--- config.mk ---
export PLATFORM = sky130hd
export DESIGN_NAME = mpsc_chan
export DESIGN_NICKNAME = d
export VERILOG_FILES = /design/src/mpsc_pkg.sv /design/src/mpsc_chan.sv /design/src/mpsc_fifo.sv
export SDC_FILE = /design/constraint.sdc
export NUM_CORES = 1
export LEC_CHECK = 0
export BUFFER_PORTS_ARGS = -buffer_cell sky130_fd_sc_hd__buf_4
export CORE_ASPECT_RATIO = 0.5
export CORE_MARGIN = 1.5
export CORE_UTILIZATION = 30
export DETAILED_ROUTE_END_ITERATION = 7
export GPL_TIMING_DRIVEN = 0
export SLEW_MARGIN = 25
export SYNTH_ARGS = -nofsm -noshare
export SYNTH_HDL_FRONTEND = slang
export SYNTH_SLANG_ARGS = --single-unit
--- constraint.sdc ---
create_clock -name mclk -period 9.3 [get_ports mclk]
set_input_delay 0.93 -clock mclk [delete_from_list [all_inputs] [get_ports mclk]]
set_output_delay 0.93 -clock mclk [all_outputs]
set_load 0.02 [all_outputs]
--- src/mpsc_pkg.sv ---
/*
  package for the serial channel: register offsets, field positions,
  reset values, mode encodings and fixed sizes.
  assumes a single 20 MHz clock domain and a plain strobe register port.
*/
package mpsc_pkg;
  // ----------------------------------------------------------------
  // register offsets
  // ----------------------------------------------------------------
  localparam logic [3:0] ADDR_MODE1 = 4'h0;
  localparam logic [3:0] ADDR_MODE2 = 4'h1;
  localparam logic [3:0] ADDR_CLKSEL = 4'h2;
  localparam logic [3:0] ADDR_STAT1 = 4'h3;
  localparam logic [3:0] ADDR_STAT2 = 4'h4;
  localparam logic [3:0] ADDR_TXDATA = 4'h5;
  localparam logic [3:0] ADDR_RXDATA = 4'h6;
  localparam logic [3:0] ADDR_FIFOLVL = 4'h7;
  localparam logic [3:0] ADDR_BAUD = 4'h8;
  localparam logic [3:0] ADDR_CTRL = 4'h9;
  // ----------------------------------------------------------------
  // field positions
  // ----------------------------------------------------------------
  localparam int M1_PROTO_LO = 0;  // mode1[1:0] protocol
  localparam int M1_DIV_LO = 2;    // mode1[3:2] clock divisor
  localparam int M1_PAREN = 4;     // mode1[4] parity enable
  localparam int M1_PARODD = 5;    // mode1[5] odd parity
  localparam int M2_CODE_LO = 0;   // mode2[2:0] line code
  localparam int M2_LOOP_LO = 3;   // mode2[4:3] loop mode
  localparam int M2_SMP_LO = 5;    // mode2[6:5] sampling multiple
  localparam int CTL_TXEN = 0;
  localparam int CTL_RXEN = 1;
  localparam int CTL_WORD = 2;     // dma word (two bytes) transfers
  localparam int ST1_UNDR = 0;
  localparam int ST2_PAR = 0;
  localparam int ST2_FRM = 1;
  localparam int ST2_CRC = 2;
  localparam int ST2_OVR = 3;
  // ----------------------------------------------------------------
  // reset values and sizes
  // ----------------------------------------------------------------
  localparam logic [7:0] RST_MODE1 = 8'h00;
  localparam logic [7:0] RST_MODE2 = 8'h00;
  localparam logic [7:0] RST_CLKSEL = 8'h00;
  localparam logic [7:0] RST_BAUD = 8'h0F;
  localparam logic [7:0] RST_CTRL = 8'h00;
  localparam int FIFO_DEPTH = 32;
  localparam int FIFO_AW = 5;
  localparam logic [15:0] CRC_INIT = 16'hFFFF;
  localparam logic [15:0] CRC_GOOD = 16'hF0B8;
  localparam logic [15:0] CRC_POLY = 16'h8408;
  localparam logic [7:0] SYNC_FLAG = 8'h7E;
  // ----------------------------------------------------------------
  // enumerations
  // ----------------------------------------------------------------
  localparam logic [1:0] PROTO_ASYNC = 2'h0;
  localparam logic [1:0] PROTO_BYTE = 2'h1;
  localparam logic [1:0] PROTO_BIT = 2'h2;
  localparam logic [1:0] DIV_1 = 2'h0;
  localparam logic [1:0] DIV_16 = 2'h1;
  localparam logic [1:0] DIV_32 = 2'h2;
  localparam logic [1:0] DIV_64 = 2'h3;
  localparam logic [2:0] CODE_NRZ = 3'h0;
  localparam logic [2:0] CODE_NRZI = 3'h1;
  localparam logic [2:0] CODE_FM0 = 3'h2;
  localparam logic [2:0] CODE_FM1 = 3'h3;
  localparam logic [2:0] CODE_MAN = 3'h4;
  localparam logic [1:0] LOOP_NONE = 2'h0;
  localparam logic [1:0] LOOP_ECHO = 2'h1;
  localparam logic [1:0] LOOP_LOCAL = 2'h2;
  localparam logic [1:0] CSRC_BRG = 2'h0;
  localparam logic [1:0] CSRC_EXT = 2'h1;
  localparam logic [1:0] CSRC_RX = 2'h2;
  localparam logic [1:0] SMP_8 = 2'h0;
  localparam logic [1:0] SMP_16 = 2'h1;
  localparam logic [1:0] SMP_32 = 2'h2;
  typedef enum logic [3:0] {
    TX_IDLE = 4'b0001,
    TX_START = 4'b0010,
    TX_DATA = 4'b0100,
    TX_STOP = 4'b1000
  } mpsc_tx_state_t;
endpackage

--- src/mpsc_chan.sv ---
/*
  mpsc_chan: one full-duplex serial channel with register port,
  transmit and receive fifos, line coding, loop modes and dma requests.
  assumes pins arrive asynchronous to mclk; host strobes are synchronous.
*/
// Decided for this implementation: the register addresses and the strobed register port.
// Summary of operation
// [RQ1] async receive flags parity error when parity check fails
// [RQ2] async receive flags framing error when stop bit is low
// [RQ3] sync modes flag crc error when frame check residue is wrong
// [RQ4] all modes flag overrun when byte arrives at full receive fifo
// [RQ5] overrun byte overwrites newest fifo entry, older entries kept
// [RQ6] sync transmit flags underrun when fifo empty after shift ends
// [RQ7] five line codes nrz, nrzi, fm0, fm1, manchester, both ways
// [RQ8] transmit clock from baud generator, external clock or rx clock
// [RQ9] transmit fifo holds 32 bytes before the shift register
// [RQ10] transmit shifts least significant bit first with mode framing
// [RQ11] first received bit becomes least significant bit
// [RQ12] receive bits pass shift chain ending in 8-bit stage four; here stage four takes rx_bit directly, the 3-bit chain feeds only the crc
// [RQ13] mode one divisor: async 1/64, 1/32, 1/16, 1/1; sync 1/1
// [RQ14] clock extraction samples at 8, 16 or 32 times bit rate
// [RQ15] channel raises dma requests for single-address fifo transfers
// [RQ16] dma moves whole words or single bytes
// [RQ17] every detected error is a readable status flag
// [RQ18] auto echo retransmits received bits and still receives them
// [RQ19] local loopback feeds own transmit data into the receiver
// [RQ20] error flags stay set until software clears them
// [RQ21] host or dma keeps tx fifo fed and rx fifo drained
`timescale 1ns/1ps
module mpsc_chan
  import mpsc_pkg::*;
(
  input wire logic mclk,
  input wire logic sys_rst,
  input wire logic [3:0] reg_addr,
  input wire logic [7:0] reg_wdata,
  input wire logic reg_wr,
  input wire logic reg_rd,
  output logic [7:0] reg_rdata,
  input wire logic rxd_pin,
  input wire logic rxc_pin,
  input wire logic txc_pin,
  output logic txd_pin,
  output logic tx_dma_req,
  output logic rx_dma_req
);
  // ----------------------------------------------------------------
  // pin synchronisers
  // ----------------------------------------------------------------
  logic [1:0] rxd_s_ff, rxc_s_ff, txc_s_ff;
  always_ff @(posedge mclk) begin
    if (sys_rst) begin
      rxd_s_ff <= 2'h3;
      rxc_s_ff <= 2'h0;
      txc_s_ff <= 2'h0;
    end else begin
      rxd_s_ff <= {rxd_s_ff[0], rxd_pin};
      rxc_s_ff <= {rxc_s_ff[0], rxc_pin};
      txc_s_ff <= {txc_s_ff[0], txc_pin};
    end
  end
  logic rxc_d_ff, txc_d_ff;
  always_ff @(posedge mclk) begin
    rxc_d_ff <= rxc_s_ff[1];
    txc_d_ff <= txc_s_ff[1];
  end
  wire rxc_rise = rxc_s_ff[1] && !rxc_d_ff;
  wire txc_rise = txc_s_ff[1] && !txc_d_ff;
  // ----------------------------------------------------------------
  // registers
  // ----------------------------------------------------------------
  logic [7:0] mode1_ff, mode2_ff, clksel_ff, baud_ff, ctrl_ff;
  logic [7:0] st1_ff, st2_ff;
  wire [1:0] proto = mode1_ff[M1_PROTO_LO +: 2];
  wire [1:0] divsel = mode1_ff[M1_DIV_LO +: 2];
  wire [2:0] lcode = mode2_ff[M2_CODE_LO +: 3];
  wire [1:0] loopm = mode2_ff[M2_LOOP_LO +: 2];
  wire [1:0] smp = mode2_ff[M2_SMP_LO +: 2];
  wire is_async = (proto == PROTO_ASYNC);
  wire wr_mode1 = reg_wr && (reg_addr == ADDR_MODE1);
  wire wr_mode2 = reg_wr && (reg_addr == ADDR_MODE2);
  wire wr_clksel = reg_wr && (reg_addr == ADDR_CLKSEL);
  wire wr_st1 = reg_wr && (reg_addr == ADDR_STAT1);
  wire wr_st2 = reg_wr && (reg_addr == ADDR_STAT2);
  wire wr_tx = reg_wr && (reg_addr == ADDR_TXDATA);
  wire rd_rx = reg_rd && (reg_addr == ADDR_RXDATA);
  wire wr_baud = reg_wr && (reg_addr == ADDR_BAUD);
  wire wr_ctrl = reg_wr && (reg_addr == ADDR_CTRL);
  always_ff @(posedge mclk) begin
    if (sys_rst) begin
      mode1_ff <= RST_MODE1;
      mode2_ff <= RST_MODE2;
      clksel_ff <= RST_CLKSEL;
      baud_ff <= RST_BAUD;
      ctrl_ff <= RST_CTRL;
    end else begin
      if (wr_mode1) mode1_ff <= reg_wdata;
      if (wr_mode2) mode2_ff <= reg_wdata;
      if (wr_clksel) clksel_ff <= reg_wdata;
      if (wr_baud) baud_ff <= reg_wdata;
      if (wr_ctrl) ctrl_ff <= reg_wdata;
    end
  end
  // ----------------------------------------------------------------
  // bit clock: source select, divisor, oversampling
  // ----------------------------------------------------------------
  logic [7:0] brg_cnt_ff;
  wire brg_tick = (brg_cnt_ff == 8'h00);
  always_ff @(posedge mclk) begin
    if (sys_rst) brg_cnt_ff <= RST_BAUD;
    else brg_cnt_ff <= brg_tick ? baud_ff : brg_cnt_ff - 8'h01;
  end
  // sync modes always 1/1, async uses the mode one divisor
  wire [5:0] div_m1 = !is_async ? 6'h00 : // RQ13
    (divsel == DIV_64) ? 6'h3F : (divsel == DIV_32) ? 6'h1F :
    (divsel == DIV_16) ? 6'h0F : 6'h00;
  // extraction oversampling replaces the divisor in sync modes
  wire [5:0] smp_m1 = (smp == SMP_32) ? 6'h1F : // RQ14
    (smp == SMP_16) ? 6'h0F : 6'h07;
  wire [5:0] rx_m1 = is_async ? div_m1 : smp_m1;
  wire src_tick = (clksel_ff[1:0] == CSRC_EXT) ? txc_rise : // RQ8
    (clksel_ff[1:0] == CSRC_RX) ? rxc_rise : brg_tick;
  logic [5:0] txdiv_ff;
  wire tx_bit = src_tick && (txdiv_ff == div_m1);
  always_ff @(posedge mclk) begin
    if (sys_rst) txdiv_ff <= 6'h00;
    else if (src_tick) txdiv_ff <= tx_bit ? 6'h00 : txdiv_ff + 6'h01;
  end
  // ----------------------------------------------------------------
  // transmit fifo and dma
  // ----------------------------------------------------------------
  logic tx_pop;
  wire [7:0] tx_head;
  wire [5:0] tx_cnt;
  wire tx_full, tx_empty;
  mpsc_fifo u_txf ( // RQ9
    .mclk(mclk), .sys_rst(sys_rst), .push(wr_tx && !tx_full),
    .din(reg_wdata), .pop(tx_pop), .dout(tx_head), .count(tx_cnt),
    .full(tx_full), .empty(tx_empty)
  );
  // word transfers need two free or two filled entries
  wire word_mode = ctrl_ff[CTL_WORD]; // RQ16
  wire tx_req_n = word_mode ? (tx_cnt < 6'h1F) : !tx_full; // RQ15
  // ----------------------------------------------------------------
  // transmitter
  // ----------------------------------------------------------------
  mpsc_tx_state_t tx_st_ff;
  logic [7:0] tx_sh_ff;
  logic [2:0] tx_bc_ff;
  logic tx_raw_ff, tx_par_ff;
  wire sync_m = !is_async;
  wire tx_done = tx_bit && (tx_st_ff == TX_DATA) && (tx_bc_ff == 3'h7);
  assign tx_pop = tx_bit && !tx_empty && ctrl_ff[CTL_TXEN] &&
    ((tx_st_ff == TX_IDLE) || (sync_m && tx_done));
  always_ff @(posedge mclk) begin
    if (sys_rst) begin
      tx_st_ff <= TX_IDLE;
      tx_sh_ff <= 8'h00;
      tx_bc_ff <= 3'h0;
      tx_raw_ff <= 1'b1;
      tx_par_ff <= 1'b0;
    end else if (tx_bit) begin
      case (tx_st_ff)
        TX_IDLE: begin
          tx_raw_ff <= sync_m ? SYNC_FLAG[tx_bc_ff] : 1'b1;
          tx_bc_ff <= sync_m ? tx_bc_ff + 3'h1 : 3'h0;
          if (tx_pop) begin
            tx_sh_ff <= tx_head;
            tx_bc_ff <= 3'h0;
            tx_st_ff <= sync_m ? TX_DATA : TX_START;
          end
        end
        TX_START: begin
          tx_raw_ff <= 1'b0;
          tx_par_ff <= mode1_ff[M1_PARODD];
          tx_st_ff <= TX_DATA;
        end
        TX_DATA: begin
          tx_raw_ff <= tx_sh_ff[0]; // RQ10
          tx_par_ff <= tx_par_ff ^ tx_sh_ff[0];
          tx_sh_ff <= {1'b0, tx_sh_ff[7:1]};
          tx_bc_ff <= tx_bc_ff + 3'h1;
          if (tx_bc_ff == 3'h7) begin
            if (sync_m && tx_pop) begin
              tx_sh_ff <= tx_head;
            end else begin
              tx_st_ff <= sync_m ? TX_IDLE : TX_STOP;
            end
          end
        end
        TX_STOP: begin
          tx_raw_ff <= mode1_ff[M1_PAREN] ? tx_par_ff : 1'b1;
          tx_par_ff <= 1'b1;
          tx_st_ff <= TX_IDLE;
        end
        default: tx_st_ff <= TX_IDLE;
      endcase
    end
  end
  wire tx_underrun = sync_m && tx_done && tx_empty; // RQ6
  // ----------------------------------------------------------------
  // line coding, shared for both directions
  // ----------------------------------------------------------------
  logic tx_lvl_ff, tx_half_ff;
  logic [5:0] tx_hcnt_ff;
  wire tx_mid = src_tick && (tx_hcnt_ff == {1'b0, div_m1[5:1]});
  always_ff @(posedge mclk) begin
    if (sys_rst) tx_hcnt_ff <= 6'h00;
    else if (tx_bit) tx_hcnt_ff <= 6'h00;
    else if (src_tick) tx_hcnt_ff <= tx_hcnt_ff + 6'h01;
  end
  // fm and manchester need a mid-bit edge, so they want a divided clock
  always_ff @(posedge mclk) begin
    if (sys_rst) begin
      tx_lvl_ff <= 1'b1;
      tx_half_ff <= 1'b0;
    end else if (tx_bit) begin
      tx_half_ff <= 1'b0;
      case (lcode) // RQ7
        CODE_NRZI: tx_lvl_ff <= tx_raw_ff ? tx_lvl_ff : !tx_lvl_ff;
        CODE_FM0, CODE_FM1: tx_lvl_ff <= !tx_lvl_ff;
        CODE_MAN: tx_lvl_ff <= !tx_raw_ff;
        default: tx_lvl_ff <= tx_raw_ff;
      endcase
    end else if (tx_mid && !tx_half_ff) begin
      tx_half_ff <= 1'b1;
      if (((lcode == CODE_FM0) && !tx_raw_ff) ||
          ((lcode == CODE_FM1) && tx_raw_ff) || (lcode == CODE_MAN)) begin
        tx_lvl_ff <= !tx_lvl_ff; // RQ7
      end
    end
  end
  // ----------------------------------------------------------------
  // receive path and loop modes
  // ----------------------------------------------------------------
  wire rx_line = (loopm == LOOP_LOCAL) ? tx_lvl_ff : rxd_s_ff[1]; // RQ19
  logic [5:0] rx_cnt_ff;
  logic rx_prev_ff, rx_act_ff;
  wire rx_tick = is_async ? src_tick : 1'b1;
  wire rx_edge = (rx_line != rx_prev_ff);
  // mid-bit sample, realigned on every line edge for extraction
  wire rx_smp = rx_tick && (rx_cnt_ff == {1'b0, rx_m1[5:1]});
  always_ff @(posedge mclk) begin
    if (sys_rst) begin
      rx_cnt_ff <= 6'h00;
      rx_prev_ff <= 1'b1;
    end else begin
      rx_prev_ff <= rx_line;
      if (rx_edge && (!is_async || !rx_act_ff)) rx_cnt_ff <= 6'h00;
      else if (rx_tick) begin
        rx_cnt_ff <= (rx_cnt_ff == rx_m1) ? 6'h00 : rx_cnt_ff + 6'h01;
      end
    end
  end
  // decode: nrz/manchester direct, nrzi/fm by level comparison
  logic rx_lastlvl_ff;
  wire rx_bit = (lcode == CODE_NRZI) ? (rx_line == rx_lastlvl_ff) :
    (lcode == CODE_FM0) ? (rx_line == rx_lastlvl_ff) :
    (lcode == CODE_FM1) ? (rx_line != rx_lastlvl_ff) :
    (lcode == CODE_MAN) ? !rx_line : rx_line; // RQ7
  always_ff @(posedge mclk) begin
    if (sys_rst) rx_lastlvl_ff <= 1'b1;
    else if (rx_smp) rx_lastlvl_ff <= rx_line;
  end
  // shift chain: stages one to three delay bits for the crc only, stage four assembles straight from rx_bit
  logic [7:0] rx_st4_ff, rx_chk_ff;
  logic [2:0] rx_chain_ff;
  logic [3:0] rx_bc_ff;
  logic rx_par_ff;
  logic [15:0] crc_ff;
  wire crc_fb = crc_ff[0] ^ rx_chain_ff[2];
  wire [15:0] crc_nxt = {1'b0, crc_ff[15:1]} ^ (crc_fb ? CRC_POLY : 16'h0);
  wire rx_en = ctrl_ff[CTL_RXEN];
  wire rx_strt = is_async && !rx_act_ff && rx_smp && !rx_line;
  wire rx_shift = rx_smp && rx_act_ff && (rx_bc_ff < 4'h8);
  wire flag_seen = !is_async && (rx_chk_ff == SYNC_FLAG);
  wire rx_byte = rx_shift && (rx_bc_ff == 4'h7) && !flag_seen;
  wire par_chk = rx_smp && rx_act_ff && (rx_bc_ff == 4'h8) &&
    mode1_ff[M1_PAREN];
  wire stop_smp = rx_smp && rx_act_ff && is_async &&
    (rx_bc_ff == (mode1_ff[M1_PAREN] ? 4'h9 : 4'h8));
  always_ff @(posedge mclk) begin
    if (sys_rst || !rx_en) begin
      rx_st4_ff <= 8'h00;
      rx_chk_ff <= 8'h00;
      rx_chain_ff <= 3'h0;
      rx_bc_ff <= 4'h0;
      rx_act_ff <= 1'b0;
      rx_par_ff <= 1'b0;
      crc_ff <= CRC_INIT;
    end else if (rx_strt) begin
      rx_act_ff <= 1'b1;
      rx_bc_ff <= 4'h0;
      rx_par_ff <= mode1_ff[M1_PARODD];
    end else if (rx_smp) begin
      rx_chain_ff <= {rx_chain_ff[1:0], rx_bit}; // RQ12
      rx_chk_ff <= {rx_bit, rx_chk_ff[7:1]};
      if (!is_async) begin
        rx_act_ff <= 1'b1;
        crc_ff <= flag_seen ? CRC_INIT : crc_nxt;
      end
      if (flag_seen) rx_bc_ff <= 4'h0;
      else if (rx_shift) begin
        rx_st4_ff <= {rx_bit, rx_st4_ff[7:1]}; // RQ11
        rx_par_ff <= rx_par_ff ^ rx_bit;
        rx_bc_ff <= (!is_async && rx_bc_ff == 4'h7) ? 4'h0 : rx_bc_ff + 4'h1;
      end else if (rx_act_ff && is_async) begin
        rx_bc_ff <= rx_bc_ff + 4'h1;
        if (stop_smp) rx_act_ff <= 1'b0;
      end
    end
  end
  wire crc_bad = flag_seen && rx_smp && (crc_ff != CRC_GOOD) &&
    (crc_ff != CRC_INIT); // RQ3
  wire par_bad = par_chk && (rx_par_ff != rx_bit); // RQ1
  wire frm_bad = stop_smp && !rx_line; // RQ2
  // ----------------------------------------------------------------
  // receive fifo
  // ----------------------------------------------------------------
  logic rx_push_ff;
  logic [7:0] rx_byte_ff;
  always_ff @(posedge mclk) begin
    if (sys_rst) begin
      rx_push_ff <= 1'b0;
      rx_byte_ff <= 8'h00;
    end else begin
      rx_push_ff <= rx_byte;
      if (rx_byte) rx_byte_ff <= {rx_bit, rx_st4_ff[7:1]};
    end
  end
  wire [7:0] rx_head;
  wire [5:0] rx_cnt;
  wire rx_full, rx_empty;
  mpsc_fifo u_rxf ( // RQ5
    .mclk(mclk), .sys_rst(sys_rst), .push(rx_push_ff), .din(rx_byte_ff),
    .pop(rd_rx), .dout(rx_head), .count(rx_cnt), .full(rx_full),
    .empty(rx_empty)
  );
  wire rx_ovr = rx_push_ff && rx_full && !rd_rx; // RQ4
  wire rx_req_n = word_mode ? (rx_cnt > 6'h01) : !rx_empty; // RQ16
  // ----------------------------------------------------------------
  // sticky status, set wins over write-one-to-clear
  // ----------------------------------------------------------------
  wire [7:0] st1_set = {7'h00, tx_underrun};
  wire [7:0] st2_set = {4'h0, rx_ovr, crc_bad, frm_bad, par_bad}; // RQ17
  always_ff @(posedge mclk) begin
    if (sys_rst) begin
      st1_ff <= 8'h00;
      st2_ff <= 8'h00;
    end else begin
      st1_ff <= (st1_ff & ~(wr_st1 ? reg_wdata : 8'h00)) | st1_set; // RQ20
      st2_ff <= (st2_ff & ~(wr_st2 ? reg_wdata : 8'h00)) | st2_set; // RQ20
    end
  end
  // ----------------------------------------------------------------
  // read mux and outputs
  // ----------------------------------------------------------------
  wire [7:0] rd_val =
    (reg_addr == ADDR_MODE1) ? mode1_ff :
    (reg_addr == ADDR_MODE2) ? mode2_ff :
    (reg_addr == ADDR_CLKSEL) ? clksel_ff :
    (reg_addr == ADDR_STAT1) ? st1_ff :
    (reg_addr == ADDR_STAT2) ? st2_ff :
    (reg_addr == ADDR_RXDATA) ? rx_head :
    (reg_addr == ADDR_FIFOLVL) ? {2'h0, rx_cnt} :
    (reg_addr == ADDR_BAUD) ? baud_ff :
    (reg_addr == ADDR_CTRL) ? ctrl_ff : 8'h00;
  always_ff @(posedge mclk) begin
    if (sys_rst) begin
      reg_rdata <= 8'h00;
      txd_pin <= 1'b1;
      tx_dma_req <= 1'b0;
      rx_dma_req <= 1'b0;
    end else begin
      reg_rdata <= reg_rd ? rd_val : 8'h00;
      // echo sends the line straight back out
      txd_pin <= (loopm == LOOP_ECHO) ? rxd_s_ff[1] : tx_lvl_ff; // RQ18
      tx_dma_req <= ctrl_ff[CTL_TXEN] && tx_req_n; // RQ15
      rx_dma_req <= rx_en && rx_req_n; // RQ15
    end
  end
endmodule

--- src/mpsc_fifo.sv ---
/*
  mpsc_fifo: 32 x 8 synchronous fifo with count.
  assumes one clock; push while full without a pop overwrites the newest entry.
*/
`timescale 1ns/1ps
module mpsc_fifo
  import mpsc_pkg::*;
(
  input wire logic mclk,
  input wire logic sys_rst,
  input wire logic push,
  input wire logic [7:0] din,
  input wire logic pop,
  output logic [7:0] dout,
  output logic [5:0] count,
  output logic full,
  output logic empty
);
  logic [7:0] mem_ff [FIFO_DEPTH];
  logic [FIFO_AW-1:0] wptr_ff;
  logic [FIFO_AW-1:0] rptr_ff;
  logic [5:0] cnt_ff;
  wire do_pop = pop && (cnt_ff != 6'h00);
  wire ovw = push && full && !do_pop;
  wire do_push = push && !full;
  wire [FIFO_AW-1:0] last_ptr = wptr_ff - 5'h01;
  assign full = (cnt_ff == 6'h20);
  assign empty = (cnt_ff == 6'h00);
  assign count = cnt_ff;
  assign dout = mem_ff[rptr_ff];
  // ----------------------------------------------------------------
  // storage
  // ----------------------------------------------------------------
  always_ff @(posedge mclk) begin
    if (do_push || (push && full && do_pop)) begin
      mem_ff[wptr_ff] <= din;
    end else if (ovw) begin
      mem_ff[last_ptr] <= din; // older entries untouched
    end
  end
  always_ff @(posedge mclk) begin
    if (sys_rst) begin
      wptr_ff <= 5'h00;
      rptr_ff <= 5'h00;
      cnt_ff <= 6'h00;
    end else begin
      if (do_push || (push && full && do_pop)) begin
        wptr_ff <= wptr_ff + 5'h01;
      end
      if (do_pop) begin
        rptr_ff <= rptr_ff + 5'h01;
      end
      if ((do_push || (push && full)) && !do_pop) begin
        cnt_ff <= full ? cnt_ff : cnt_ff + 6'h01;
      end else if (do_pop && !push) begin
        cnt_ff <= cnt_ff - 6'h01;
      end
    end
  end
endmodule

== Yosys cells after proc, flatten, opt, wreduce, memory -nomap -nowiden ==
Memories as Yosys holds them, arrays and structs flattened. A register that Yosys moved wholly into a read port is not among the register bits.
Index checks and enable logic that the tools add are counted.

* Flip-flop bits (word level): 204
* Latch bits: 0
* Memory bits (writable): 512
* Bits in read-only memories: 8
* Bits of input ports: 19
* Output and inout port bits: 11
* Word-level logic and storage cells: 360
* Memories kept: 3

{| class="wikitable"
|+ Memories
! name !! words !! bits a word !! rd ports !! clocked after memory_dff !! wr ports !! line !! source
|-
| u_rxf.mem_ff || 32 || 8 || 1 || 1 || 1 || mpsc_fifo.sv:19 || <nowiki>logic [7:0] mem_ff [FIFO_DEPTH];</nowiki>
|-
| u_txf.mem_ff || 32 || 8 || 1 || 1 || 1 || mpsc_fifo.sv:19 ||
|-
| (name not given) || 8 || 1 || 1 || 1 || 0 || mpsc_chan.sv:165 || <nowiki>tx_raw_ff <= sync_m ? SYNC_FLAG[tx_bc_ff] : 1'b1;</nowiki>
|}

* Add/sub/neg operators: 16
* Multipliers: 0
* Divide/modulo/power cells: 0
* $lt $le $gt $ge: 4
* Eq/ne operators: 50
* Shift operators: 0
* Muxes and demuxes: 101
* Bitwise logic cells: 14
* Reduce and logical (&&, ||, !) cells: 128

{| class="wikitable"
|+ Operators with widths
! cell !! number
|-
| 8-bit 2-to-1 mux || 17
|-
| 6-bit 2-to-1 mux || 11
|-
| 1-bit logical AND || 63
|-
| 1-bit 2-to-1 mux || 42
|-
| 4-bit 2-to-1 mux || 10
|-
| 5-bit 2-to-1 mux || 8
|-
| 16-bit 2-to-1 mux || 2
|-
| 16-bit inequality test (second input constant) || 2
|-
| 6-bit by 1-bit adder with 6-bit output (second input constant) || 5
|-
| 4-bit by 3-bit == test with 1-bit output (second input constant) || 6
|-
| 5-bit by 1-bit adder with 5-bit output (second input constant) || 4
|-
| 1-bit logical NOT || 19
|-
| 8-bit AND || 2
|-
| 4-bit == test (second input constant) || 4
|-
| 8-bit inverter || 2
|-
| 8-bit case mux with 2 select lines || 1
|-
| 8-bit OR reduction || 2
|-
| 15-bit by 16-bit bitwise XOR with 16-bit output || 1
|-
| 3-bit 2-to-1 mux || 5
|-
| 2-bit AND reduction || 7
|-
| 2-bit nonzero test || 7
|-
| 4-bit by 2-bit == test with 1-bit output (second input constant) || 3
|-
| 6-bit by 5-bit == test with 1-bit output || 2
|-
| 6-bit == test || 2
|-
| 42 further kinds || 86
|}

== Depth between registers and ports, before layout ==
Gate-level depths: netlist of the first run.

* Depth in word-level cells: 20
* Gate-level depth with buffers: 16
* Gate-level depth less buffers: 15

== Modules after synthesis ==
A second synthesis of the first run with hierarchy kept.

* Cell total of the unflattened synthesis: 2091
* Area, all modules: 30451.7 µm²

{| class="wikitable"
|+ Modules (own cells, without submodules)
! module !! instances !! cells an instance !! area an instance (µm²) !! sequential area each (µm²)
|-
| mpsc_fifo (u_txf) || 1 || 586 || 11293.3 || 8107.8
|-
| mpsc_fifo (u_rxf) || 1 || 563 || 11163.2 || 8107.8
|-
| mpsc_chan || 1 || 942 || 7995.2 || 3383.2
|}

== Worst setup path before layout of the first run ==
No wires, ideal clock.

* Path type: reg2reg
* Start point: reg brg_cnt_ff[0]
* End point: reg u_txf.cnt_ff[5] (netlist: u_txf.count[5])
* Library setup time: 128 ps
* Arrival: 3820 ps
* Required time: 9172 ps
* Slack: 5352 ps
* Cell stages (with the launch flop): 17
* Buffers on the path: 1
* Period minus slack after synthesis: 3948 ps
* Cells stage by stage: dfxtp_1 > inv_1 > ha_1 > or4b_4 > or4_4 > o21a_1 > buf_6 > nor4_4 > nand2b_1 > ha_1 > a21o_1 > a21oi_1 > o21ai_0 > or2_2 > mux2i_1 > xnor2_1 > nor2_1

* Cells in the longest elaborated chain, start to end: 14
* Elaborated cells between the ends (all ways): 19
* Classes of those cells: eq/ne (1); mux (3); reduce/logical (15)

{| class="wikitable"
|+ Ends and longest elaborated chain
! what !! line !! source
|-
| from (decl) || mpsc_chan.sv:107 || <nowiki>logic [7:0] brg_cnt_ff;</nowiki>
|-
| from (signal assigned) || mpsc_chan.sv:111 || <nowiki>else brg_cnt_ff <= brg_tick ? baud_ff : brg_cnt_ff - 8'h01;</nowiki>
|-
| 8-bit logical NOT (*) || mpsc_chan.sv:108 || <nowiki>wire brg_tick = (brg_cnt_ff == 8'h00);</nowiki>
|-
| 1-bit 2-to-1 mux (*) || mpsc_chan.sv:122 || <nowiki>(clksel_ff[1:0] == CSRC_RX) ? rxc_rise : brg_tick;</nowiki>
|-
| 1-bit 2-to-1 mux (*) || mpsc_chan.sv:121 || <nowiki>wire src_tick = (clksel_ff[1:0] == CSRC_EXT) ? txc_rise :</nowiki>
|-
| 1-bit logical AND (*) || mpsc_chan.sv:124 || <nowiki>wire tx_bit = src_tick && (txdiv_ff == div_m1);</nowiki>
|-
| 1-bit logical AND (2 in a row) || mpsc_chan.sv:152 || <nowiki>wire tx_done = tx_bit && (tx_st_ff == TX_DATA) && (tx_bc_ff == 3'h7);</nowiki>
|-
| 1-bit logical AND || mpsc_chan.sv:154 || <nowiki>((tx_st_ff == TX_IDLE) || (sync_m && tx_done));</nowiki>
|-
| 1-bit logical OR || mpsc_chan.sv:154 ||
|-
| 1-bit logical AND (*) || mpsc_chan.sv:153 || <nowiki>assign tx_pop = tx_bit && !tx_empty && ctrl_ff[CTL_TXEN] &&</nowiki>
|-
| 1-bit logical AND (*) || mpsc_fifo.sv:23 || <nowiki>wire do_pop = pop && (cnt_ff != 6'h00);</nowiki>
|-
| 1-bit logical NOT || mpsc_fifo.sv:53 || <nowiki>if ((do_push || (push && full)) && !do_pop) begin</nowiki>
|-
| 1-bit logical AND || mpsc_fifo.sv:53 ||
|-
| 2-bit inequality test (no source line) or 2-bit nonzero test (tied branches) || -- ||
|-
| 2-bit AND reduction (no source line) || -- ||
|-
| to (signal assigned) || mpsc_fifo.sv:54 || <nowiki>cnt_ff <= full ? cnt_ff : cnt_ff + 6'h01;</nowiki>
|-
| to (signal assigned) || mpsc_fifo.sv:56 || <nowiki>cnt_ff <= cnt_ff - 6'h01;</nowiki>
|-
| to (decl) || mpsc_fifo.sv:22 || <nowiki>logic [5:0] cnt_ff;</nowiki>
|}

Mark *: on every way between the ends. The rest lies on a longest branch, timed or not.
A chain may end at the register's enable or synchronous reset.

== Worst setup path after layout of the first run ==
Same ends and word-level chain as after synthesis.

==> flow_summary.yaml, run 1 <==
run_status:
  outcome: "finished, final reports clean"
final_layout:
  syn_to_final_growth_pct: 14.38
  layout_commonest_cell: "edfxtp_1"
  final_area_sq_mm: 0.03414
  layout.nets: 2156
  drive_gt1_share_pct: 16.21
  layout_common_cells: "512 x edfxtp_1, 256 x nor2_1, 203 x dfxtp_1"
  largestRegisters: "u_rxf.mem_ff: 256 flops, u_txf.mem_ff: 256 flops, crc_ff: 16 flops"
  fillers: 9404
  n_antenna_cell: 0
setup_path:
  cp_top_family: "simple AND/OR/NAND/NOR gates"
  cp_num_buf_inv: 2
  path_max_fanout: 8
  crit_required_ns: 9.77
  crit_top_cell: "ha_1"
  cp-end-kind: "flop"
  critPathKind: "reg2reg"
  worstPathCellList: "inv_1 > ha_1 > or4b_4 > or4_4 > o21a_1 > buf_6 > nor4_4 > nand2b_1 > ha_1 > a21o_1 > a21oi_1 > o21ai_0 > or2_2 > mux2i_1 > xnor2_1 > nor2_1"
  critPathArrivalTime_ns: 4.97
  start_kind: "flop"
  slowest_stage: "nor4_4"
  max_stage_delay_ns: 0.57
pwr:
  p_leak_nw: 11.00
  powerDensity_mw_per_mm2: 191.2
  total_power_mw: 6.528
  ir_drop_uv: 116.1
global_route:
  grt_max_degree: 40
  grt_pass1_wl_um: 108500
  globalRoute.totalOverflow: 0
  grt_pass1_vias: 17237
  antenna_found_initial: 0
  grtUsageTotal_pct: 14.01
floorplan:
  start_util_pct: 30.40
  coreArea_sq_mm: 0.09821
  floorplan.rows: 81
  ios: 30
  die_h_um: 226.0
  fp.dieW_um: 449.1
  dieArea_sq_mm: 0.1015
timing:
  drv_slew: 0
  max_slew_margin_pct: 31.39
  fin_crit_ns: 4.500
  finalCritPeriodShare_pct: 48.38
  rsz0062_at_grt: "false"
  finalSetupTns_ns: 0
  hold_viol_final: 0
  fmax_ghz: 0.2222
  fin_skew_ns: 0.02216
  tightestPinTransition_ns: 1.025
  setup_viol: 0
cts:
  cts_buffer_depth: 3
  clkTransAtPathRegs_ns: 0.06
  ctsRootBufferMaster: "clkbuf_16"
  htree_levels: 3
  postCtsResizedCells: 0
  clk_latency_ns: 0.64
  cts_tree: "built"
  clock_sinks: 723
  cts_hold_buf: 0
  cts-buffers-inserted: 70
  post-cts-setup-buffers: 0
routing:
  drc_errors: 0
  dr.first_iter.drc_count: 1683
  avgRoutedWirePerCell_um: 20.46
  totalWireLength_um: 71480
  firstDrtPassIters: 6
  vias: 17454
  avgViaCountPerCell: 4.997
  ant_nets: 0
synthesis:
  avgSynthCellArea_sq_um: 14.84
  ys_warn_count: 0
  yosysSeqAreaShare_pct: 65.66
  synthCells: 2011
  syn-cell-area_sq_mm: 0.02985
  syn_nets: 2057
  yosysUniqueCellTypes: 77
  synth_edf_count: 512
  synth_seq_cells: 723
  synth-async-reset-ratio_pct: 0
  synth_top_flop_cell: "edfxtp_1"
hold_path:
  hold_path_class: "reg2reg"
placed_design:
  place_area_sq_mm: 0.03173
  port_buffers: 26
  dp_hpwl_um: 46580
  gp_congestion: 0.8994
run:
  drv_cap: 0
power breakdown:
part | internal, mW | switching, mW | leakage, nW
combinational | 0.0350 | 0.0878 | 3.45
clock | 1.71 | 1.26 | 1.17
sequential | 3.43 | 0.00580 | 6.38
through the flow:
| stage | worst slack, ns | instances | hold slack [ns] | util [%] |
|---|---|---|---|---|
| 5_1_grt | 4.523 | 3493 | 0.3652 | 34.77 |
| 6_report | 4.800 | 3493 | 0.3525 | 34.77 |
| 3_5_place_dp | 4.685 | 3365 | 0.3361 | 32.31 |
| 2_1_floorplan | 5.352 | 2011 | 0.3232 | - |
| 3_3_place_gp | 4.765 | 3365 | 0.3378 | 32.29 |
| 4_1_cts | 4.790 | 3492 | 0.3513 | 34.75 |
cell families after synthesis:
logic type,count (synthesis),share of synthesized area (%)
compound gates,239,5.022
mux,263,15.58
xor+xnor,64,1.903
simple gates,558,8.924
flops,723,65.66
fa+ha+maj,27,1.157
buf+inv,137,1.760
routing by layer:
metal  global-route usage [%]  vias up  part of all wire [%]
li1                         -     7902                     -
met1                    19.13     8890                    45
met2                    22.88      557                    47
met3                    2.500      105                   5.8
met4                    4.057        0                   2.4
met5                        0        -                     0
path summary, 6_finish.rpt:
path	startpoint	to	slack, ns	cells after the start
max reg2reg	brg_cnt_ff[0]	u_txf.count[5]	4.80	16
min	txc_s_ff[1]	txc_d_ff	0.35	0
max	brg_cnt_ff[0]	u_txf.count[5]	4.80	16
min reg2reg	txc_s_ff[1]	txc_d_ff	0.35	0
area by class of cell:
type / instances / area (sq um) / share of cell area, %
timing repair buffer: 27 / 206.4 / 0.6047
multi-input combinational: 1151 / 9737 / 28.52
sequential: 723 / 19610 / 57.43
tap: 1328 / 1662 / 4.867
clock buffer: 90 / 1939 / 5.680
buffer: 112 / 440.4 / 1.290
inverter: 25 / 93.84 / 0.2749
clock inverter: 37 / 454.2 / 1.330
cells in the mapped netlist, drive strengths merged (35+ instances only):
cell / instances / area share (%)
xor2: 35 / 1.0
mux4: 160 / 12
nor2: 256 / 3.2
o21ai: 62 / 1.1
a21oi: 78 / 1.3
nor3: 43 / 0.72
mux2i: 91 / 3.1
dfxtp: 211 / 14
nand2b: 37 / 0.78
nand2: 77 / 0.97
edfxtp: 512 / 52
clkbuf: 83 / 1.0
worst register-to-register path: stages (launching register included):
cell	delay, ns
dfxtp_1	0.32
inv_1	0.06
ha_1	0.19
or4b_4	0.49
or4_4	0.49
o21a_1	0.21
buf_6	0.14
nor4_4	0.57
nand2b_1	0.35
ha_1	0.29
a21o_1	0.18
a21oi_1	0.22
o21ai_0	0.18
or2_2	0.31
mux2i_1	0.17
xnor2_1	0.14
nor2_1	0.05
(Power assumes the default switching activity.)
==> run 2: changes to the inputs <==
==> constraint.sdc (replaced) <==
create_clock -name mclk -period 4.6 [get_ports mclk]
set_input_delay 0.46 -clock mclk [delete_from_list [all_inputs] [get_ports mclk]]
set_output_delay 0.46 -clock mclk [all_outputs]
set_load 0.02 [all_outputs]
==> flow_summary.yaml, run 2 (synthesized netlist as in run 1, its figures left out) <==
floorplan:
  coreArea_sq_mm: 0.09821
  ios: 30
  start_util_pct: 30.40
  dieArea_sq_mm: 0.1015
  fp.dieW_um: 449.1
  die_h_um: 226.0
  floorplan.rows: 81
timing:
  max_slew_margin_pct: 31.63
  setup_slack_ns: 0.5237
  drv_slew: 0
  finalSetupTns_ns: 0
  setup_viol: 0
  tightestPinTransition_ns: 1.026
  hold_viol_final: 0
  rsz0062_at_grt: "false"
  fmax_ghz: 0.2453
  fin_crit_ns: 4.076
  fin_skew_ns: 0.02053
  hold_slack_ns: 0.05653
  finalCritPeriodShare_pct: 88.62
global_route:
  antenna_found_initial: 0
  grtUsageTotal_pct: 14.02
  globalRoute.totalOverflow: 0
  grt_pass1_vias: 17239
  grt_pass1_wl_um: 108500
  grt_max_degree: 40
setup_path:
  ff2ff_path_depth: 16
  cp-end-kind: "flop"
  crit_end: "u_txf.count[5]"
  critPathArrivalTime_ns: 4.55
  crit_start: "brg_cnt_ff[0]"
  critPathKind: "reg2reg"
  reg2reg_slack_ns: 0.52
  rr_startpoint: "brg_cnt_ff[0]"
  r2r-end: "u_txf.count[5]"
  path_max_fanout: 8
  start_kind: "flop"
  crit_required_ns: 5.07
routing:
  avgRoutedWirePerCell_um: 20.42
  totalWireLength_um: 71400
  firstDrtPassIters: 6
  dr.first_iter.drc_count: 1746
  drc_errors: 0
  avgViaCountPerCell: 4.995
  ant_nets: 0
  vias: 17466
placed_design:
  port_buffers: 26
  preCtsSetupSlack_ns: 0.1139
  dp_hpwl_um: 46580
  gp_congestion: 0.8994
cts:
  cts_buffer_depth: 3
  cts-buffers-inserted: 70
  clkTransAtPathRegs_ns: 0.06
  ctsRootBufferMaster: "clkbuf_16"
  htree_levels: 3
  clk_latency_ns: 0.63
  cts_tree: "built"
  clock_sinks: 723
pwr:
  p_sw_share_pct: 20.70
  ir_drop_uv: 232.6
  p_comb_share_pct: 1.9
  clockPowerShare_pct: 45.5
  p_leak_nw: 11.02
  powerDensity_mw_per_mm2: 386.3
  seqPwrFrac_pct: 52.6
  p_switching_mw: 2.733
  intPower_mw: 10.47
run_status:
  outcome: "finished, final reports clean"
final_layout:
  fillers: 9396
  largestRegisters: "u_rxf.mem_ff: 256 flops, u_txf.mem_ff: 256 flops, crc_ff: 16 flops"
  final-seq-area_sq_mm: 0.01961
  layout_commonest_cell: "edfxtp_1"
  drive_gt1_share_pct: 16.33
  syn_to_final_growth_pct: 14.49
  layout_common_cells: "512 x edfxtp_1, 256 x nor2_1, 203 x dfxtp_1"
  layout.nets: 2159
  multi_input_area_sq_mm: 0.009742
run:
  drv_cap: 0
hold_path:
  hold_path_class: "in2reg"
==> run 2: per-layer routing <==
metal,GRT usage (%),part of all wire [%],wire [um]
met5,0,0,0
met4,4.057,2.4,1714
met2,22.89,47,33680
met1,19.13,44,31530
met3,2.500,6.3,4471
==> run 2: timing repair <==
item | CTS | global route
hold buffers | 1 | 0
gates resized for setup | 0 | 1
setup buffers | 0 | 2
setup endpoints to repair | 0 | 1
hold endpoints to repair | 1 | 0
==> run 2: power groups by stage <==
stage	combinational (mW)	clock [mW]	sequential, mW
finish	0.249	6.01	6.94
global route	0.271	6.37	6.94
CTS	0.250	6.12	6.94
detailed placement	0.248	0	7.09
global placement	0.243	0	7.09
floorplan	0.126	0	7.08
==> run 2: final cells by class <==
class	instances	share of cell area [%]
multi-input cells	1151	28.51
diodes	1	0.007323
clock inverters	37	1.329
inverters	25	0.2746
well taps	1328	4.862
repair buffers	30	0.6773
flip-flops and latches	723	57.38
plain buffers	112	1.289
clock buffers	90	5.675
==> run 2: stage by stage <==
step           power [mW]  std cells  util (%)  cell area [sq um]
6_report            13.20       3497     34.80              34170
5_1_grt             13.58       3496     34.80              34170
4_1_cts             13.31       3493     34.76              34130
3_5_place_dp        7.334       3365     32.31              31730
3_3_place_gp        7.328       3365     32.29              31710
2_1_floorplan       7.211       2011         -              29850
==> run 2: how the worst min path moves through the flow <==
stage | startpoint | end | cells after the start
after floorplan | txc_s_ff[1] | txc_d_ff | 0
after global placement | txc_s_ff[1] | txc_d_ff | 0
after detailed placement | txc_s_ff[1] | txc_d_ff | 0
after CTS | rxc_pin | rxc_s_ff[0] | 2
after global routing | txc_pin | txc_s_ff[0] | 2
final | rxc_pin | rxc_s_ff[0] | 2
==> run 2: critical path, cell delays in order (launching register included) <==
cell and delay (ns):
dfxtp_1 0.32, inv_1 0.06, ha_1 0.19, or4b_4 0.49
or4_4 0.49, o21a_1 0.20, buf_6 0.14, nor4_4 0.18
nand2b_1 0.31, ha_1 0.29, a21o_1 0.18, a21oi_1 0.22
o21ai_0 0.18, or2_2 0.31, mux2i_1 0.17, xnor2_1 0.14
nor2_1 0.05
